File: src/design/mecd_regs.svh
// Register offsets, field positions, reset values and codes of the EEE and duplex control block.
`ifndef MECD_REGS_SVH
`define MECD_REGS_SVH

// ==========================================================
// Register offsets (byte addresses)
`define MECD_OFS_OPCTL      12'h100
`define MECD_OFS_EXIT_WAIT  12'h104
`define MECD_OFS_PROTECT    12'h108

// ==========================================================
// Field positions in mac_operating_control, and of the protect bit in the protect register
`define MECD_BIT_RX_ON      0
`define MECD_BIT_TX_ON      1
`define MECD_BIT_DPX_SEL    3
`define MECD_BIT_AUTO_DPX   12
`define MECD_BIT_DPX_POL    13
`define MECD_BIT_SELF_EXIT  16
`define MECD_BIT_EEE_ON     17
`define MECD_BIT_GATE_ON    18
`define MECD_BIT_PROTECT    0

// ==========================================================
// Reset values
`define MECD_RST_GATE_ON    1'h0
`define MECD_RST_EEE_ON     1'h0
`define MECD_RST_SELF_EXIT  1'h0
`define MECD_RST_DPX_POL    1'h1
`define MECD_RST_AUTO_DPX   1'h0
`define MECD_RST_DPX_SEL    1'h0
`define MECD_RST_PROTECT    1'h0

// ==========================================================
// Link speed code for the speed that uses the GMII transmit clock
`define MECD_SPEED_1000     2'h2

`endif

File: src/design/mecd_pkg.sv
// Types shared by the EEE and duplex control block.
package mecd_pkg;

   // ==========================================================
   // Transmit low power idle states
   typedef enum logic [2:0] {
      LPI_ACTIVE = 3'h1,
      LPI_IDLE   = 3'h2,
      LPI_EXITED = 3'h4
   } mecd_lpi_st_t;

endpackage

File: src/design/mecd_top.sv
// EEE low power idle control and duplex handling of the MAC operating control register.
//
// How it works
// - TX clock gate bit 18 stops the GMII transmit clock during TX LPI.
// - The clock gate has no effect unless the link runs at 1000 Mbps.
// - EEE enable bit 17 turns LPI on; cleared, all LPI activity stops.
// - LPI requests go to the PHY even with the transmitter off.
// - PHY LPI indications are recognised even with the receiver off.
// - Self exit bit 16 ends TX LPI once the programmed wait expires.
// - The wait starts when LPI signalling starts; length from wait register.
// - Polarity bit 13, reset 1: 1 means high duplex pin is full duplex.
// - Auto duplex bit 12 takes duplex from the PHY pin, not the bit.
// - Under auto duplex the duplex bit reads the detected state.
// - Bits 18,17,16,13,12 survive soft resets while protection is set.
//
// Chosen here: the plain strobed port.
`timescale 1ns/1ns
`include "mecd_regs.svh"

module mecd_top #(
   parameter int WAIT_W = 32
) (
   input  wire logic        CORE_CLK_I,            // Core clock, 100 MHz.
   input  wire logic        RST_N_I,               // Synchronous reset, active low.
   input  wire logic        SOFT_RST_I,            // Soft reset pulse, maskable.
   input  wire logic [11:0] ADDR_I,                // Register byte address.
   input  wire logic [31:0] WDATA_I,               // Write data.
   input  wire logic        WR_I,                  // Write strobe.
   input  wire logic        RD_I,                  // Read strobe.
   output logic      [31:0] RDATA_O,               // Read data, cycle after RD_I.
   input  wire logic [1:0]  LINK_SPEED_I,          // Current link speed code.
   input  wire logic        TX_LPI_REQ_I,          // MAC wants to enter TX LPI.
   output logic             TX_LPI_O,              // LPI request toward the PHY.
   output logic             GTX_CLK_EN_O,          // Low stops GMII transmit clock.
   input  wire logic        RX_CLK_I,              // GMII receive clock from PHY.
   input  wire logic        RX_LPI_IND_I,          // PHY LPI indication pin.
   output logic             RX_LPI_O,              // Recognised receive LPI.
   input  wire logic        PHY_FULL_DUPLEX_IND_I, // PHY duplex indicator pin.
   output logic             FULL_DUPLEX_O,         // Duplex mode in use.
   output logic             RECEIVER_ON_O,         // Receiver enable bit.
   output logic             TRANSMITTER_ON_O       // Transmitter enable bit.
);

   // ==========================================================
   // State
   typedef struct packed {
      logic                 gate_on;
      logic                 eee_on;
      logic                 self_exit_on;
      logic                 dpx_pol;
      logic                 auto_dpx;
      logic                 dpx_sel;
      logic                 rx_on;
      logic                 tx_on;
      logic                 protect;
      logic [WAIT_W-1:0]    exit_wait;
      mecd_pkg::mecd_lpi_st_t lpi_st;
      logic [WAIT_W-1:0]    cnt;
      logic [2:0]           rxlpi_s;
      logic [2:0]           dpx_s;
      logic [2:0]           clk_s;
      logic                 clk_lvl;
      logic                 rx_lpi;
      logic                 dpx_det;
      logic [31:0]          rdata;
   } mecd_state_t;

   mecd_state_t s;
   mecd_state_t next_s;
   logic        speed_gbe;
   logic        clk_rise;
   logic [31:0] rd;

   assign speed_gbe = (LINK_SPEED_I == `MECD_SPEED_1000);
   // A link clock edge counts once the second and third stages agree.
   assign clk_rise  = s.clk_s[1] & s.clk_s[2] & ~s.clk_lvl;

   // ==========================================================
   // Read mux
   always_comb begin
      rd = 32'h0;
      case (ADDR_I)
         `MECD_OFS_OPCTL: begin
            rd[`MECD_BIT_RX_ON]     = s.rx_on;
            rd[`MECD_BIT_TX_ON]     = s.tx_on;
            rd[`MECD_BIT_DPX_SEL]   = s.auto_dpx ? s.dpx_det : s.dpx_sel;
            rd[`MECD_BIT_AUTO_DPX]  = s.auto_dpx;
            rd[`MECD_BIT_DPX_POL]   = s.dpx_pol;
            rd[`MECD_BIT_SELF_EXIT] = s.self_exit_on;
            rd[`MECD_BIT_EEE_ON]    = s.eee_on;
            rd[`MECD_BIT_GATE_ON]   = s.gate_on;
         end
         `MECD_OFS_EXIT_WAIT: begin
            rd[WAIT_W-1:0] = s.exit_wait;
         end
         `MECD_OFS_PROTECT: begin
            rd[`MECD_BIT_PROTECT] = s.protect;
         end
         default: begin
            rd = 32'h0;
         end
      endcase
   end

   // ==========================================================
   // Next state
   always_comb begin
      next_s = s;
      next_s.rdata = RD_I ? rd : 32'h0;

      // Pin synchronisers: stage 0 feeds only stage 1.
      next_s.clk_s   = {s.clk_s[1:0], RX_CLK_I};
      next_s.rxlpi_s = {s.rxlpi_s[1:0], RX_LPI_IND_I};
      next_s.dpx_s   = {s.dpx_s[1:0], PHY_FULL_DUPLEX_IND_I};
      if (s.clk_s[1] == s.clk_s[2]) begin
         next_s.clk_lvl = s.clk_s[2];
      end

      if (s.dpx_s[1] == s.dpx_s[2]) begin
         next_s.dpx_det = (s.dpx_s[2] == s.dpx_pol);
      end

      if (!s.eee_on) begin
         next_s.rx_lpi = 1'b0;
      end else if (clk_rise && s.rxlpi_s[1] == s.rxlpi_s[2]) begin
         next_s.rx_lpi = s.rxlpi_s[2];
      end

      // Register writes. Reserved bits are simply not stored.
      if (WR_I) begin
         case (ADDR_I)
            `MECD_OFS_OPCTL: begin
               next_s.rx_on        = WDATA_I[`MECD_BIT_RX_ON];
               next_s.tx_on        = WDATA_I[`MECD_BIT_TX_ON];
               next_s.dpx_sel      = WDATA_I[`MECD_BIT_DPX_SEL];
               next_s.auto_dpx     = WDATA_I[`MECD_BIT_AUTO_DPX];
               next_s.dpx_pol      = WDATA_I[`MECD_BIT_DPX_POL];
               next_s.self_exit_on = WDATA_I[`MECD_BIT_SELF_EXIT];
               next_s.eee_on       = WDATA_I[`MECD_BIT_EEE_ON];
               next_s.gate_on      = WDATA_I[`MECD_BIT_GATE_ON];
            end
            `MECD_OFS_EXIT_WAIT: begin
               next_s.exit_wait = WDATA_I[WAIT_W-1:0];
            end
            `MECD_OFS_PROTECT: begin
               next_s.protect = WDATA_I[`MECD_BIT_PROTECT];
            end
            default: begin
               next_s.protect = s.protect;
            end
         endcase
      end

      // Transmit LPI sequence.
      case (s.lpi_st)
         mecd_pkg::LPI_ACTIVE: begin
            if (s.eee_on && TX_LPI_REQ_I) begin
               next_s.lpi_st = mecd_pkg::LPI_IDLE;
               next_s.cnt    = s.exit_wait;
            end
         end
         mecd_pkg::LPI_IDLE: begin
            if (!TX_LPI_REQ_I) begin
               next_s.lpi_st = mecd_pkg::LPI_ACTIVE;
            end else if (s.self_exit_on && s.cnt == '0) begin
               next_s.lpi_st = mecd_pkg::LPI_EXITED;
            end else if (s.cnt != '0) begin
               next_s.cnt = s.cnt - 1'b1;
            end
         end
         mecd_pkg::LPI_EXITED: begin
            // Stay out of LPI until the MAC drops its request.
            if (!TX_LPI_REQ_I) begin
               next_s.lpi_st = mecd_pkg::LPI_ACTIVE;
            end
         end
         default: begin
            next_s.lpi_st = mecd_pkg::LPI_ACTIVE;
         end
      endcase
      if (!s.eee_on) begin
         next_s.lpi_st = mecd_pkg::LPI_ACTIVE;
      end

      // A soft reset always clears the enables and the sequence. The
      // protected fields keep their value only while protection is set.
      if (SOFT_RST_I) begin
         next_s.rx_on   = 1'b0;
         next_s.tx_on   = 1'b0;
         next_s.dpx_sel = `MECD_RST_DPX_SEL;
         next_s.lpi_st  = mecd_pkg::LPI_ACTIVE;
         next_s.rx_lpi  = 1'b0;
         if (!s.protect) begin
            next_s.gate_on      = `MECD_RST_GATE_ON;
            next_s.eee_on       = `MECD_RST_EEE_ON;
            next_s.self_exit_on = `MECD_RST_SELF_EXIT;
            next_s.dpx_pol      = `MECD_RST_DPX_POL;
            next_s.auto_dpx     = `MECD_RST_AUTO_DPX;
         end else begin
            // The soft reset also wins over a write in the same cycle.
            next_s.gate_on      = s.gate_on;
            next_s.eee_on       = s.eee_on;
            next_s.self_exit_on = s.self_exit_on;
            next_s.dpx_pol      = s.dpx_pol;
            next_s.auto_dpx     = s.auto_dpx;
         end
      end
   end

   // ==========================================================
   // Registers
   always_ff @(posedge CORE_CLK_I) begin
      if (!RST_N_I) begin
         s              <= '0;
         s.gate_on      <= `MECD_RST_GATE_ON;
         s.eee_on       <= `MECD_RST_EEE_ON;
         s.self_exit_on <= `MECD_RST_SELF_EXIT;
         s.dpx_pol      <= `MECD_RST_DPX_POL;
         s.auto_dpx     <= `MECD_RST_AUTO_DPX;
         s.dpx_sel      <= `MECD_RST_DPX_SEL;
         s.protect      <= `MECD_RST_PROTECT;
         s.lpi_st       <= mecd_pkg::LPI_ACTIVE;
      end else begin
         s <= next_s;
      end
   end

   // ==========================================================
   // Outputs
   assign RDATA_O          = s.rdata;
   assign TX_LPI_O         = (s.lpi_st == mecd_pkg::LPI_IDLE);
   assign GTX_CLK_EN_O     = ~(TX_LPI_O & s.gate_on & speed_gbe);
   assign RX_LPI_O         = s.rx_lpi;
   assign FULL_DUPLEX_O    = s.auto_dpx ? s.dpx_det : s.dpx_sel;
   assign RECEIVER_ON_O    = s.rx_on;
   assign TRANSMITTER_ON_O = s.tx_on;
endmodule

File: config.mk
export PLATFORM = sky130hd
export DESIGN_NAME = mecd_top
export DESIGN_NICKNAME = d
export VERILOG_FILES = /design/src/design/mecd_pkg.sv /design/src/design/mecd_top.sv
export VERILOG_INCLUDE_DIRS = /design/src /design/src/design
export SDC_FILE = /design/constraint.sdc
export NUM_CORES = 1
export LEC_CHECK = 0
export BUFFER_PORTS_ARGS = -buffer_cell sky130_fd_sc_hd__buf_4
export CAP_MARGIN = 20
export CORE_UTILIZATION = 50
export DETAILED_ROUTE_END_ITERATION = 6
export GPL_TIMING_DRIVEN = 0
export MAX_ROUTING_LAYER = met4
export PLACE_DENSITY = 0.8
export SLEW_MARGIN = 15
export SYNTH_ARGS = -nofsm -noshare
export SYNTH_HDL_FRONTEND = slang
export SYNTH_SLANG_ARGS = --single-unit
File: constraint.sdc
create_clock -name CORE_CLK_I -period 3.7 [get_ports CORE_CLK_I]
set_clock_uncertainty 0.1 [all_clocks]
set_input_delay 0.555 -clock CORE_CLK_I [delete_from_list [all_inputs] [get_ports CORE_CLK_I]]
set_output_delay 0.555 -clock CORE_CLK_I [all_outputs]
set_load 0.05 [all_outputs]
Word-level counts from Yosys, hierarchy flattened
Cells that the tools add are included.
{"block": "totals", "regBits": 120, "inputBits": 55, "out_inout_bits": 38, "word_cells": 86}
{"block": "op_classes", "addsub": 1, "eq_ne": 18, "mux": 21, "n_bitwise": 8, "n_reduce_logical": 18}
{"cell": "32-bit two-way mux", "count": 4}
{"cell": "32-bit case mux with 2 select lines", "count": 1}
{"cell": "41-bit two-way mux", "count": 1}
{"cell": "12-bit by 9-bit == test with 1-bit output, second input constant", "count": 3}
{"cell": "35-bit two-way mux", "count": 1}
{"cell": "32-bit zero test", "count": 1}
{"cell": "32-bit nonzero test", "count": 1}
{"cell": "32-bit by 1-bit subtractor with 32-bit output, second input constant", "count": 1}
{"cell": "8-bit two-way mux", "count": 2}
{"cell": "2-bit inequality test, second input constant", "count": 5}
{"cell": "3-bit two-way mux", "count": 3}
{"cell": "3-bit case mux with 3 select lines", "count": 1}
{"cell": "3-bit AND reduction", "count": 3}
{"cell": "2-bit AND reduction", "count": 4}
{"cell": "3-bit case mux with 2 select lines", "count": 1}
{"cell": "2-bit nonzero test", "count": 3}
{"cell": "5-bit two-way mux", "count": 1}
{"cell": "5-bit AND reduction", "count": 1}
{"cell": "1-bit AND", "count": 4}
{"cell": "1-bit == test", "count": 4}
{"cell": "1-bit inverter", "count": 4}
{"cell": "1-bit case mux with 2 select lines", "count": 2}
{"cell": "2-bit case mux with 2 select lines", "count": 1}
{"cell": "3-bit by 1-bit == test with 1-bit output, second input constant", "count": 1}
{"cell": "other kinds (10)", "count": 13}

Depth between registers and ports, before layout
Gate-level depths: netlist (run 1).
{"block": "depth", "depth_word": 5, "depth_mapped": 8, "depth_no_buf": 7}

Worst setup path before layout (run 1)
Ideal clock, no wire load.
{"block": "synth_timing", "path_kind": "reg2out", "start": "register s[77] (netlist name)", "end": "output port GTX_CLK_EN_O", "t_arrival_ps": 2460, "t_required_ps": 3045, "slack_ps": 585, "path_stages_with_launch": 6, "n_path_buf": 2, "path_cell_list": "dfxtp_1 -> or3b_2 -> clkbuf_1 -> clkinv_1 -> clkbuf_1 -> nand4b_1"}
{"block": "synth_between", "elab_chain_len": 4}
{"item": "start, declared", "line": "mecd_top.sv:68", "text": "mecd_state_t s;"}
{"item": "start signal, assigned", "line": "mecd_top.sv:224", "text": "s <= next_s;"}
{"item": "3-bit by 2-bit == test with 1-bit output", "line": "mecd_top.sv:231", "text": "assign TX_LPI_O = (s.lpi_st == mecd_pkg::LPI_IDLE);"}
{"item": "named net TX_LPI_O", "line": "mecd_top.sv:33", "text": "output logic TX_LPI_O,"}
{"item": "1-bit AND (2 in series)", "line": "mecd_top.sv:232", "text": "assign GTX_CLK_EN_O = ~(TX_LPI_O & s.gate_on & speed_gbe);"}
{"item": "1-bit inverter", "line": "mecd_top.sv:232"}
{"item": "end, declared", "line": "mecd_top.sv:34", "text": "output logic GTX_CLK_EN_O,"}
The timed path passes the listed nets, and every way through them passes these cells.

Worst setup path in the final report (run 1)
{"block": "layout_timing", "start": "register s[77] (netlist name)", "end": "output port GTX_CLK_EN_O"}
{"block": "layout_between", "elab_chain_len": 4}
{"item": "3-bit by 2-bit == test with 1-bit output", "line": "mecd_top.sv:231"}
{"item": "1-bit AND (2 in series)", "line": "mecd_top.sv:232"}
{"item": "1-bit inverter", "line": "mecd_top.sv:232"}
No other way between the ends.

==> results, run 1 <==
- The floorplan has 37 rows.
- The final-stage net count is 818.
- The deepest clock path buffer count is 2.
- The kind of launch point of the worst setup path is a flop.
- The static leakage power is 2.86 nW.
- Setup repair after global routing left no endpoint under its margin.
- The count of hold buffers inserted by post-cts repair is 0.
- The CTS clock-pin slew for the worst setup and hold paths is 60 ps.
- The number of antenna violations at the first check in global routing came to 0.
- After detailed routing, the average wire length per cell comes to 18.7 um.
- Synthesis produced a netlist with a net count of 707.
- Data arrives at the worst endpoint at 3000 ps.
- For this configuration, the core starts out at a cell density of 0.521.
- For the pin with the worst max-slew slack, the measured transition is 989 ps.
- The cell area after placement is 6290 um^2.
- The global routing usage summed across all routing layers is 0.314.
- The via count is 5,435.
- The antenna diode count is 0.
- The maximum net fanout on the critical path is 10.
- The slowest library cell on the worst path is sky130_fd_sc_hd__clkbuf_1.
- In this run, synthesis produced a sequential element count of 120.
- In this run the tool buffered the top-level ports with 92 buffer cells.
- The die covers 11,300 um^2.
- The number of global-route vias before repair is 4,914.
- The number of violations of the max-capacitance limit is 0.
- For this run, the leading register cell type out of synthesis is sky130_fd_sc_hd__dfxtp_1.
- The cell area after synthesis is 5430 um^2.
- The worst setup path is captured at an output pin.
- After synthesis, the netlist uses 63 different library cells.
- The clock buffer count from CTS is 17.
- The worst min-delay path class is input pin to flop.
- Ranked by total cell area, the synthesized netlist is headed by sky130_fd_sc_hd__dfxtp_1 (44%), sky130_fd_sc_hd__nand2_1 (8.0%), sky130_fd_sc_hd__a21oi_1 (5.3%), sky130_fd_sc_hd__buf_4 (4.4%), sky130_fd_sc_hd__and2_1 (3.7%).
- The total area inside the core boundary comes to 10,400 um^2.
- The largest net degree at the start of global routing is 17.
- The H-tree generated during clock tree synthesis spans 4 levels.
- The worst pin sits at a relative slew slack of 0.335.
- Walking the worst path, the cells encountered are or3b_2 -> clkbuf_1 -> clkinv_1 -> clkbuf_1 -> nand4b_1 -> buf_4.
- The minimum clock period after layout is 3660 ps.
- The setup TNS after final layout is 0 ps.
- The violation count after the first detailed-routing iteration is 516.
- The maximum resistive drop on vdd is 251 uV.
- The max-slew violation count is 0.
- The die extent in x is 106 um.
- The first detailed-routing pass took 6 iterations.
- The final layout contains routed wiring with a total length of 17,000 um.
- Setup violations remaining at the end of the flow were counted as 0.
- The remaining design rule violation count is 0.
- The layout overhead on the synthesized area is 27.4%.
- The synthesis warning total is 0.
- At the end of routability-driven placement, the weighted congestion stood at 0.948.
- The post-cts gate resize count is 0.
- The delay of the slowest cell on the worst path is 690 ps.
- The post-synthesis instance total is 650.
- The number of flops mapped to enable cells by yosys is 0.
- The first-pass GRT wire length is 26,300 um.
- The setup fix buffers added after clock tree synthesis is 0.
- The cell area power density is 455 nW/um^2.
- The cell taking the most area after synthesis is sky130_fd_sc_hd__dfxtp_1.
- Dividing the final minimum period by the clock period gives 0.989.
- For this run, asynchronously set or reset flops after synthesis account for 0.
- With fillers left out, the area of the finished cells amounts to 6910 um^2.
- The fraction of the yosys area taken by sequential cells is 0.442.
- In the final layout, the share of cells above drive strength 1 is 0.235.
- The post-detailed-route count of antenna-violating nets is 0.
- The share of synthesized area in the top cell type comes to 0.442.
- The via-per-instance ratio is 5.97.
- On the critical path the largest part of the delay comes from buffers and inverters.
- The final-report hold violation count was 0.
- The CTS tree is built.
- The die is 106 um tall.
- Based on the critical path, the design can be clocked at up to 273 MHz.
- The number of top-level pins is 93.
- The number of buffers and inverters on the critical path is 4.
- Global routing finished with a remaining overflow of 0.
- The setup path with the least slack is of type flop to output pin.
- The most repeated library cell on the critical path is sky130_fd_sc_hd__clkbuf_1.
- The run finished with clean final reports.
- For the worst setup path, the data required time is 3040 ps.
- For the worst-skew pair, the clock arrives at the later sink with an insertion delay of 520 ps.
- Counting the fill cells in the layout gives 867.
- The clock drives 120 sinks.
- Detailed placement finished with a half-perimeter wire length of 12,000 um.
- The average cell area after synthesis is 8.35 um^2.
- CTS placed an instance of sky130_fd_sc_hd__clkbuf_8 at the clock tree root.
-- registers in the layout, summed over array words and instances, names as in the netlist --
name / cells
s: 79
RDATA_O: 32
next_s: 6
RECEIVER_ON_O: 1
RX_LPI_O: 1
TRANSMITTER_ON_O: 1
-- cells by family after synthesis --
group	synth area share
AO/OA/AOI/OAI	0.188
XOR/XNOR	0.00161
adder cells (fa/ha/maj)	0.00461
buffers and inverters	0.0767
flip-flops	0.442
multiplexers	0.0152
AND/OR/NAND/NOR	0.271
-- synthesized netlist by cell type (5+ instances only) --
library cell               number
sky130_fd_sc_hd__buf_2          6
sky130_fd_sc_hd__and2_1        32
sky130_fd_sc_hd__mux2i_1        6
sky130_fd_sc_hd__nor4_1        11
sky130_fd_sc_hd__or3_1          9
sky130_fd_sc_hd__o21a_1         5
sky130_fd_sc_hd__o21ai_0       25
sky130_fd_sc_hd__and3_1         5
sky130_fd_sc_hd__o32ai_1        6
sky130_fd_sc_hd__a22oi_1        9
sky130_fd_sc_hd__clkbuf_1      25
sky130_fd_sc_hd__buf_4         32
sky130_fd_sc_hd__or4_1         10
sky130_fd_sc_hd__a21oi_1       58
sky130_fd_sc_hd__nand4_1        7
sky130_fd_sc_hd__nand2_1      116
sky130_fd_sc_hd__nor3_1        18
sky130_fd_sc_hd__a31oi_1        5
sky130_fd_sc_hd__inv_1          6
sky130_fd_sc_hd__dfxtp_1      120
sky130_fd_sc_hd__a22o_1         8
sky130_fd_sc_hd__nor2_1        38
sky130_fd_sc_hd__nand3_1       17
-- area by class of cell --
type,instances,area [um^2],area share
clock inverter,13,193,0.0279
buffer,66,390,0.0565
sequential,120,2400,0.347
inverter,7,26.3,0.00380
clock buffer,19,432,0.0624
multi-input combinational,457,2610,0.377
tap,136,170,0.0246
timing repair buffer,92,691,0.0999
-- path summary, 6_finish.rpt --
path	startpoint	endpoint	slack [ps]	cells after the start
min reg2reg	next_s[36]	next_s[37]	330	1
max reg2reg	s[44]	s[65]	590	7
max	s[77]	GTX_CLK_EN_O	40	6
min	PHY_FULL_DUPLEX_IND_I	next_s[39]	150	2
-- routing by layer --
metal  global-route usage  vias up  share of wire
met1                0.410     2615           0.43
met5                    -        -              0
met4                0.109        0          0.020
met2                0.493      274           0.47
met3               0.0527       34          0.080
li1                     -     2512              -
-- worst reg2reg max path, delay by kind of cell, from the launching register on --
family | cells | cell delay, ps
AND/OR/NAND/NOR | 3 | 1880
AO/OA/AOI/OAI | 2 | 330
adder cells (fa/ha/maj) | 1 | 230
buffers and inverters | 1 | 100
flip-flops | 1 | 330
-- metrics by stage --
stage / std cells / util / hold WS (ps) / total power, mW / worst slack [ps]
detailed placement: 878 / 0.604 / 321 / 1.41 / 596
floorplan: 650 / - / 312 / 1.35 / 585
global placement: 878 / 0.604 / 316 / 1.41 / 627
CTS: 910 / 0.664 / 141 / 3.14 / 180
global route: 910 / 0.664 / 154 / 3.21 / 5.37
finish: 910 / 0.664 / 147 / 3.14 / 42.3
-- layout by cell type, fill, tap and decap left out, drive strengths merged, types with 5 or more instances in the layout --
cell type,n
and3,5
clkbuf,44
and2,32
o41ai,5
or2,5
a22o,8
a21oi,58
or4,11
o21ai,28
or3,9
nor3,18
o32ai,6
nor2,38
buf,133
dfxtp,120
o21a,5
a22oi,9
mux2i,6
inv,9
nor4,13
nand2,116
clkinv,5
nand3,17
nand4,8
a31oi,5
-- power breakdown --
part / internal (mW) / total, mW / switching [mW]
clock: 1.12 / 1.76 / 0.637
combinational: 0.0453 / 0.0889 / 0.0436
sequential: 1.30 / 1.30 / 0.00169
total: 2.46 / 3.14 / 0.682
(Power assumes the default switching activity.)
==> run 2: changes to the inputs <==
Settings changed: CORE_UTILIZATION 50 to 60, GPL_TIMING_DRIVEN 0 to not set, PLACE_DENSITY 0.8 to 0.92.
==> run 2 against run 1 <==
Effect of this change: first-iteration DRC count increased by 11%; design area decreased by 5.3%; flip-flop and latch count unchanged; count of clock-buffer cells in the layout increased by 1; non-clock buffer count decreased by 53; routed wire length decreased by 11%; final cell count decreased by 9.0%; critical path type unchanged.
==> results, run 2 (same netlist as run 1, synthesis figures left out) <==
- The setup TNS after final layout came to 0 ps (unchanged).
- The placed cell count is 797 (was 878).
- The post-route clock period utilization came to 0.818 (was 0.989).
- The worst slew margin relative to its limit is 0.416 (was 0.335).
- The startpoint of the worst hold path is RX_LPI_IND_I (was PHY_FULL_DUPLEX_IND_I).
- The number of sinks handled by clock tree synthesis is 120 (unchanged).
- The number of top-level pins came to 93 (unchanged).
- The layout overhead on the synthesized area was 20.6% (was 27.4%).
- The total setup violations reported at the end of the flow is 0 (unchanged).
- The number of non-filler instances in the completed layout is 828 (was 910).
- The routed wire length is 15,200 um (was 17,000 um).
- The maximum level of the CTS H-tree was 4 (unchanged).
- The max-slew violation count is 0 (unchanged).
- The final hold slack is 141 ps (was 147 ps).
- The weighted congestion at the end of routability-driven global placement is 0.944 (was 0.948).
- The number of cells traversed by the worst register-to-register path was 8 (was 7).
- The CTS tree was built (unchanged).
- The via count is 5,240 (was 5,435).
- The source of the worst register-to-register timing path is s[44] (unchanged).
- The flop-to-flop setup slack was 770 ps (was 590 ps).
- The cell area power density is 463 nW/um^2 (was 455 nW/um^2).
- The area enclosed by the die boundary is 9430 um^2 (was 11,300 um^2).
- The post-layout total power is 3.03 mW (was 3.14 mW).
- The setup fix buffers added after clock tree synthesis came to 0 (unchanged).
- The placed wire-length estimate after detailed placement was 9890 um (was 12,000 um).
- The count of hold buffers inserted by post-cts repair is 0 (unchanged).
- List of cells traversed by the critical path: or3b_2 -> clkinv_1 -> buf_4 -> nand4b_1 -> buf_4 (was or3b_2 -> clkbuf_1 -> clkinv_1 -> clkbuf_1 -> nand4b_1 -> buf_4).
- The number of standard-cell rows in the floorplan came to 34 (was 37).
- The total area of multi-input combinational cells was 2610 um^2 (unchanged).
- The sink of the worst hold path is next_s[42] (was next_s[39]).
- The register name with the most flops was s (unchanged).
- The detailed-router iteration count before antenna repair is 6 (unchanged).
- Status: completed (unchanged).
- The final design utilization is 0.751 (was 0.664).
- The number of violations of the max-capacitance limit is 0 (unchanged).
- The deepest clock path buffer count came to 2 (unchanged).
- The number of port buffers is 92 (unchanged).
- The number of global-route vias before repair is 4,867 (was 4,914).
- The required arrival time at the worst endpoint is 3040 ps (about the same).
- The critical path start-end classification is flop to output pin (unchanged).
- The transition at the pin with the smallest max-transition slack is 876 ps (was 989 ps).
- The kind of capture point of the worst setup path is an output pin (unchanged).
- The first-pass GRT wire length is 24,500 um (was 26,300 um).
- The post-cts gate resize count is 0 (unchanged).
- The reg-to-reg endpoint was s[75] (was s[65]).
- The die extent in x is 97.1 um (was 106 um).
- The largest net degree at the start of global routing is 55 (was 17).
- The number of flip-flops in the largest register is 79 (unchanged).
- The maximum resistive drop on vdd was 323 uV (was 251 uV).
- The minimum clock period after layout is 3030 ps (was 3660 ps).
- The total grt overflow came to 0 (unchanged).
- The core area was 8720 um^2 (was 10,400 um^2).
- Most frequent cells in the layout: sky130_fd_sc_hd__dfxtp_1 (120), sky130_fd_sc_hd__nand2_1 (116), sky130_fd_sc_hd__buf_4 (105), sky130_fd_sc_hd__a21oi_1 (58), sky130_fd_sc_hd__nor2_1 (38) (was sky130_fd_sc_hd__buf_4 (124), sky130_fd_sc_hd__dfxtp_1 (120), sky130_fd_sc_hd__nand2_1 (116), sky130_fd_sc_hd__a21oi_1 (58), sky130_fd_sc_hd__nor2_1 (38)).
- The clock buffer count from CTS is 17 (unchanged).
- The final-stage net count is 765 (was 818).
- The most repeated library cell on the critical path is sky130_fd_sc_hd__buf_4 (was sky130_fd_sc_hd__clkbuf_1).
- The static leakage power is 2.65 nW (was 2.86 nW).
- The slowest library cell on the worst path is sky130_fd_sc_hd__or3b_2 (was sky130_fd_sc_hd__clkbuf_1).
- The final-report hold violation count is 0 (unchanged).
- The count of filler cells inserted in the layout came to 611 (was 867).
- The maximum net fanout on the critical path came to 27 (was 10).
- RSZ-0062 raised after global routing: no (unchanged).
- The starting utilization of the core area is 0.623 (was 0.521).
- The routed length per placed instance is 18.4 um (was 18.7 um).
- The worst min-delay path class is input pin to flop (unchanged).
- The floorplan die height came to 97.1 um (was 106 um).
- The number of cells on the worst hold path came to 2 (unchanged).
- The kind of launch point of the worst setup path is a flop (unchanged).
- The global routing usage summed across all routing layers is 0.334 (was 0.314).
- The number of antenna violations at the first check in global routing was 0 (unchanged).
- The data arrival time of the critical path was 2370 ps (was 3000 ps).
- The CTS clock-pin slew for the worst setup and hold paths is 60 ps (about the same).
- The via-per-instance ratio is 6.33 (was 5.97).
- The remaining design rule violation count is 0 (unchanged).
- The antenna diode count came to 0 (unchanged).
- The cell chosen for the clock root is sky130_fd_sc_hd__clkbuf_8 (unchanged).
- The register cell area after layout came to 2400 um^2 (unchanged).
- The most common cell after layout, fill and taps aside is sky130_fd_sc_hd__dfxtp_1 (was sky130_fd_sc_hd__buf_4).
- The clock insertion delay at the later pin of the skew report was 530 ps (was 520 ps).
- The delay of the slowest cell on the worst path is 600 ps (was 690 ps).
- The post-detailed-route count of antenna-violating nets is 0 (unchanged).
- The fraction of final layout cells with drive strength greater than 1 is 0.213 (was 0.235).
- The maximum operating frequency is 331 MHz (was 273 MHz).
- The violation count after the first detailed-routing iteration is 573 (was 516).
## run 2: cell types whose count changed in the layout (fill, tap and decap cells not counted), moves of 2 or more
cell                       delta
sky130_fd_sc_hd__clkbuf_1    -24
sky130_fd_sc_hd__buf_4       -19
sky130_fd_sc_hd__buf_2        -6
sky130_fd_sc_hd__buf_6        -2
sky130_fd_sc_hd__inv_6        -2
## run 2: worst max path at each step
stage | endpoint | startpoint | depth (start not counted)
after floorplan | GTX_CLK_EN_O | s[77] | 5
after global placement | RDATA_O[16] | ADDR_I[9] | 5
after detailed placement | RDATA_O[17] | ADDR_I[9] | 5
after CTS | GTX_CLK_EN_O | s[77] | 5
after global routing | GTX_CLK_EN_O | s[77] | 5
final | GTX_CLK_EN_O | s[77] | 5
## run 2: area by class of cell
class | instances | area share
Clock buffer | 20 | 0.0665
Timing Repair Buffer | 105 | 0.120
Inverter | 7 | 0.00401
Multi-Input combinational cell | 457 | 0.399
Tap cell | 108 | 0.0206
Clock inverter | 11 | 0.0227
Sequential cell | 120 | 0.367
## run 2: where the power goes
group	total [mW]	switching (mW)	leakage, nW	internal, mW
clock network	1.65	0.610	0.277	1.04
registers	1.30	0.00150	0.968	1.30
logic	0.0812	0.0375	1.40	0.0438
total	3.03	0.649	2.65	2.38
## run 2: per-layer routing
metal,wire length [um],GRT usage
met5,0,-
met4,336,0.148
met3,1530,0.0727
met2,7260,0.523
met1,6120,0.415
## run 2: critical path: cells and delay by family, from the launching register on
| family | cells | cell delay (ps) |
|---|---|---|
| buffers and inverters | 3 | 640 |
| and+or+nand+nor | 2 | 740 |
| DFF | 1 | 440 |
## run 2: per-stage QoR
step	cell area (um^2)	setup slack [ps]
floorplan	5430	585
global placement	5960	927
detailed placement	5960	794
CTS	6550	728
global route	6550	620
finish	6550	674
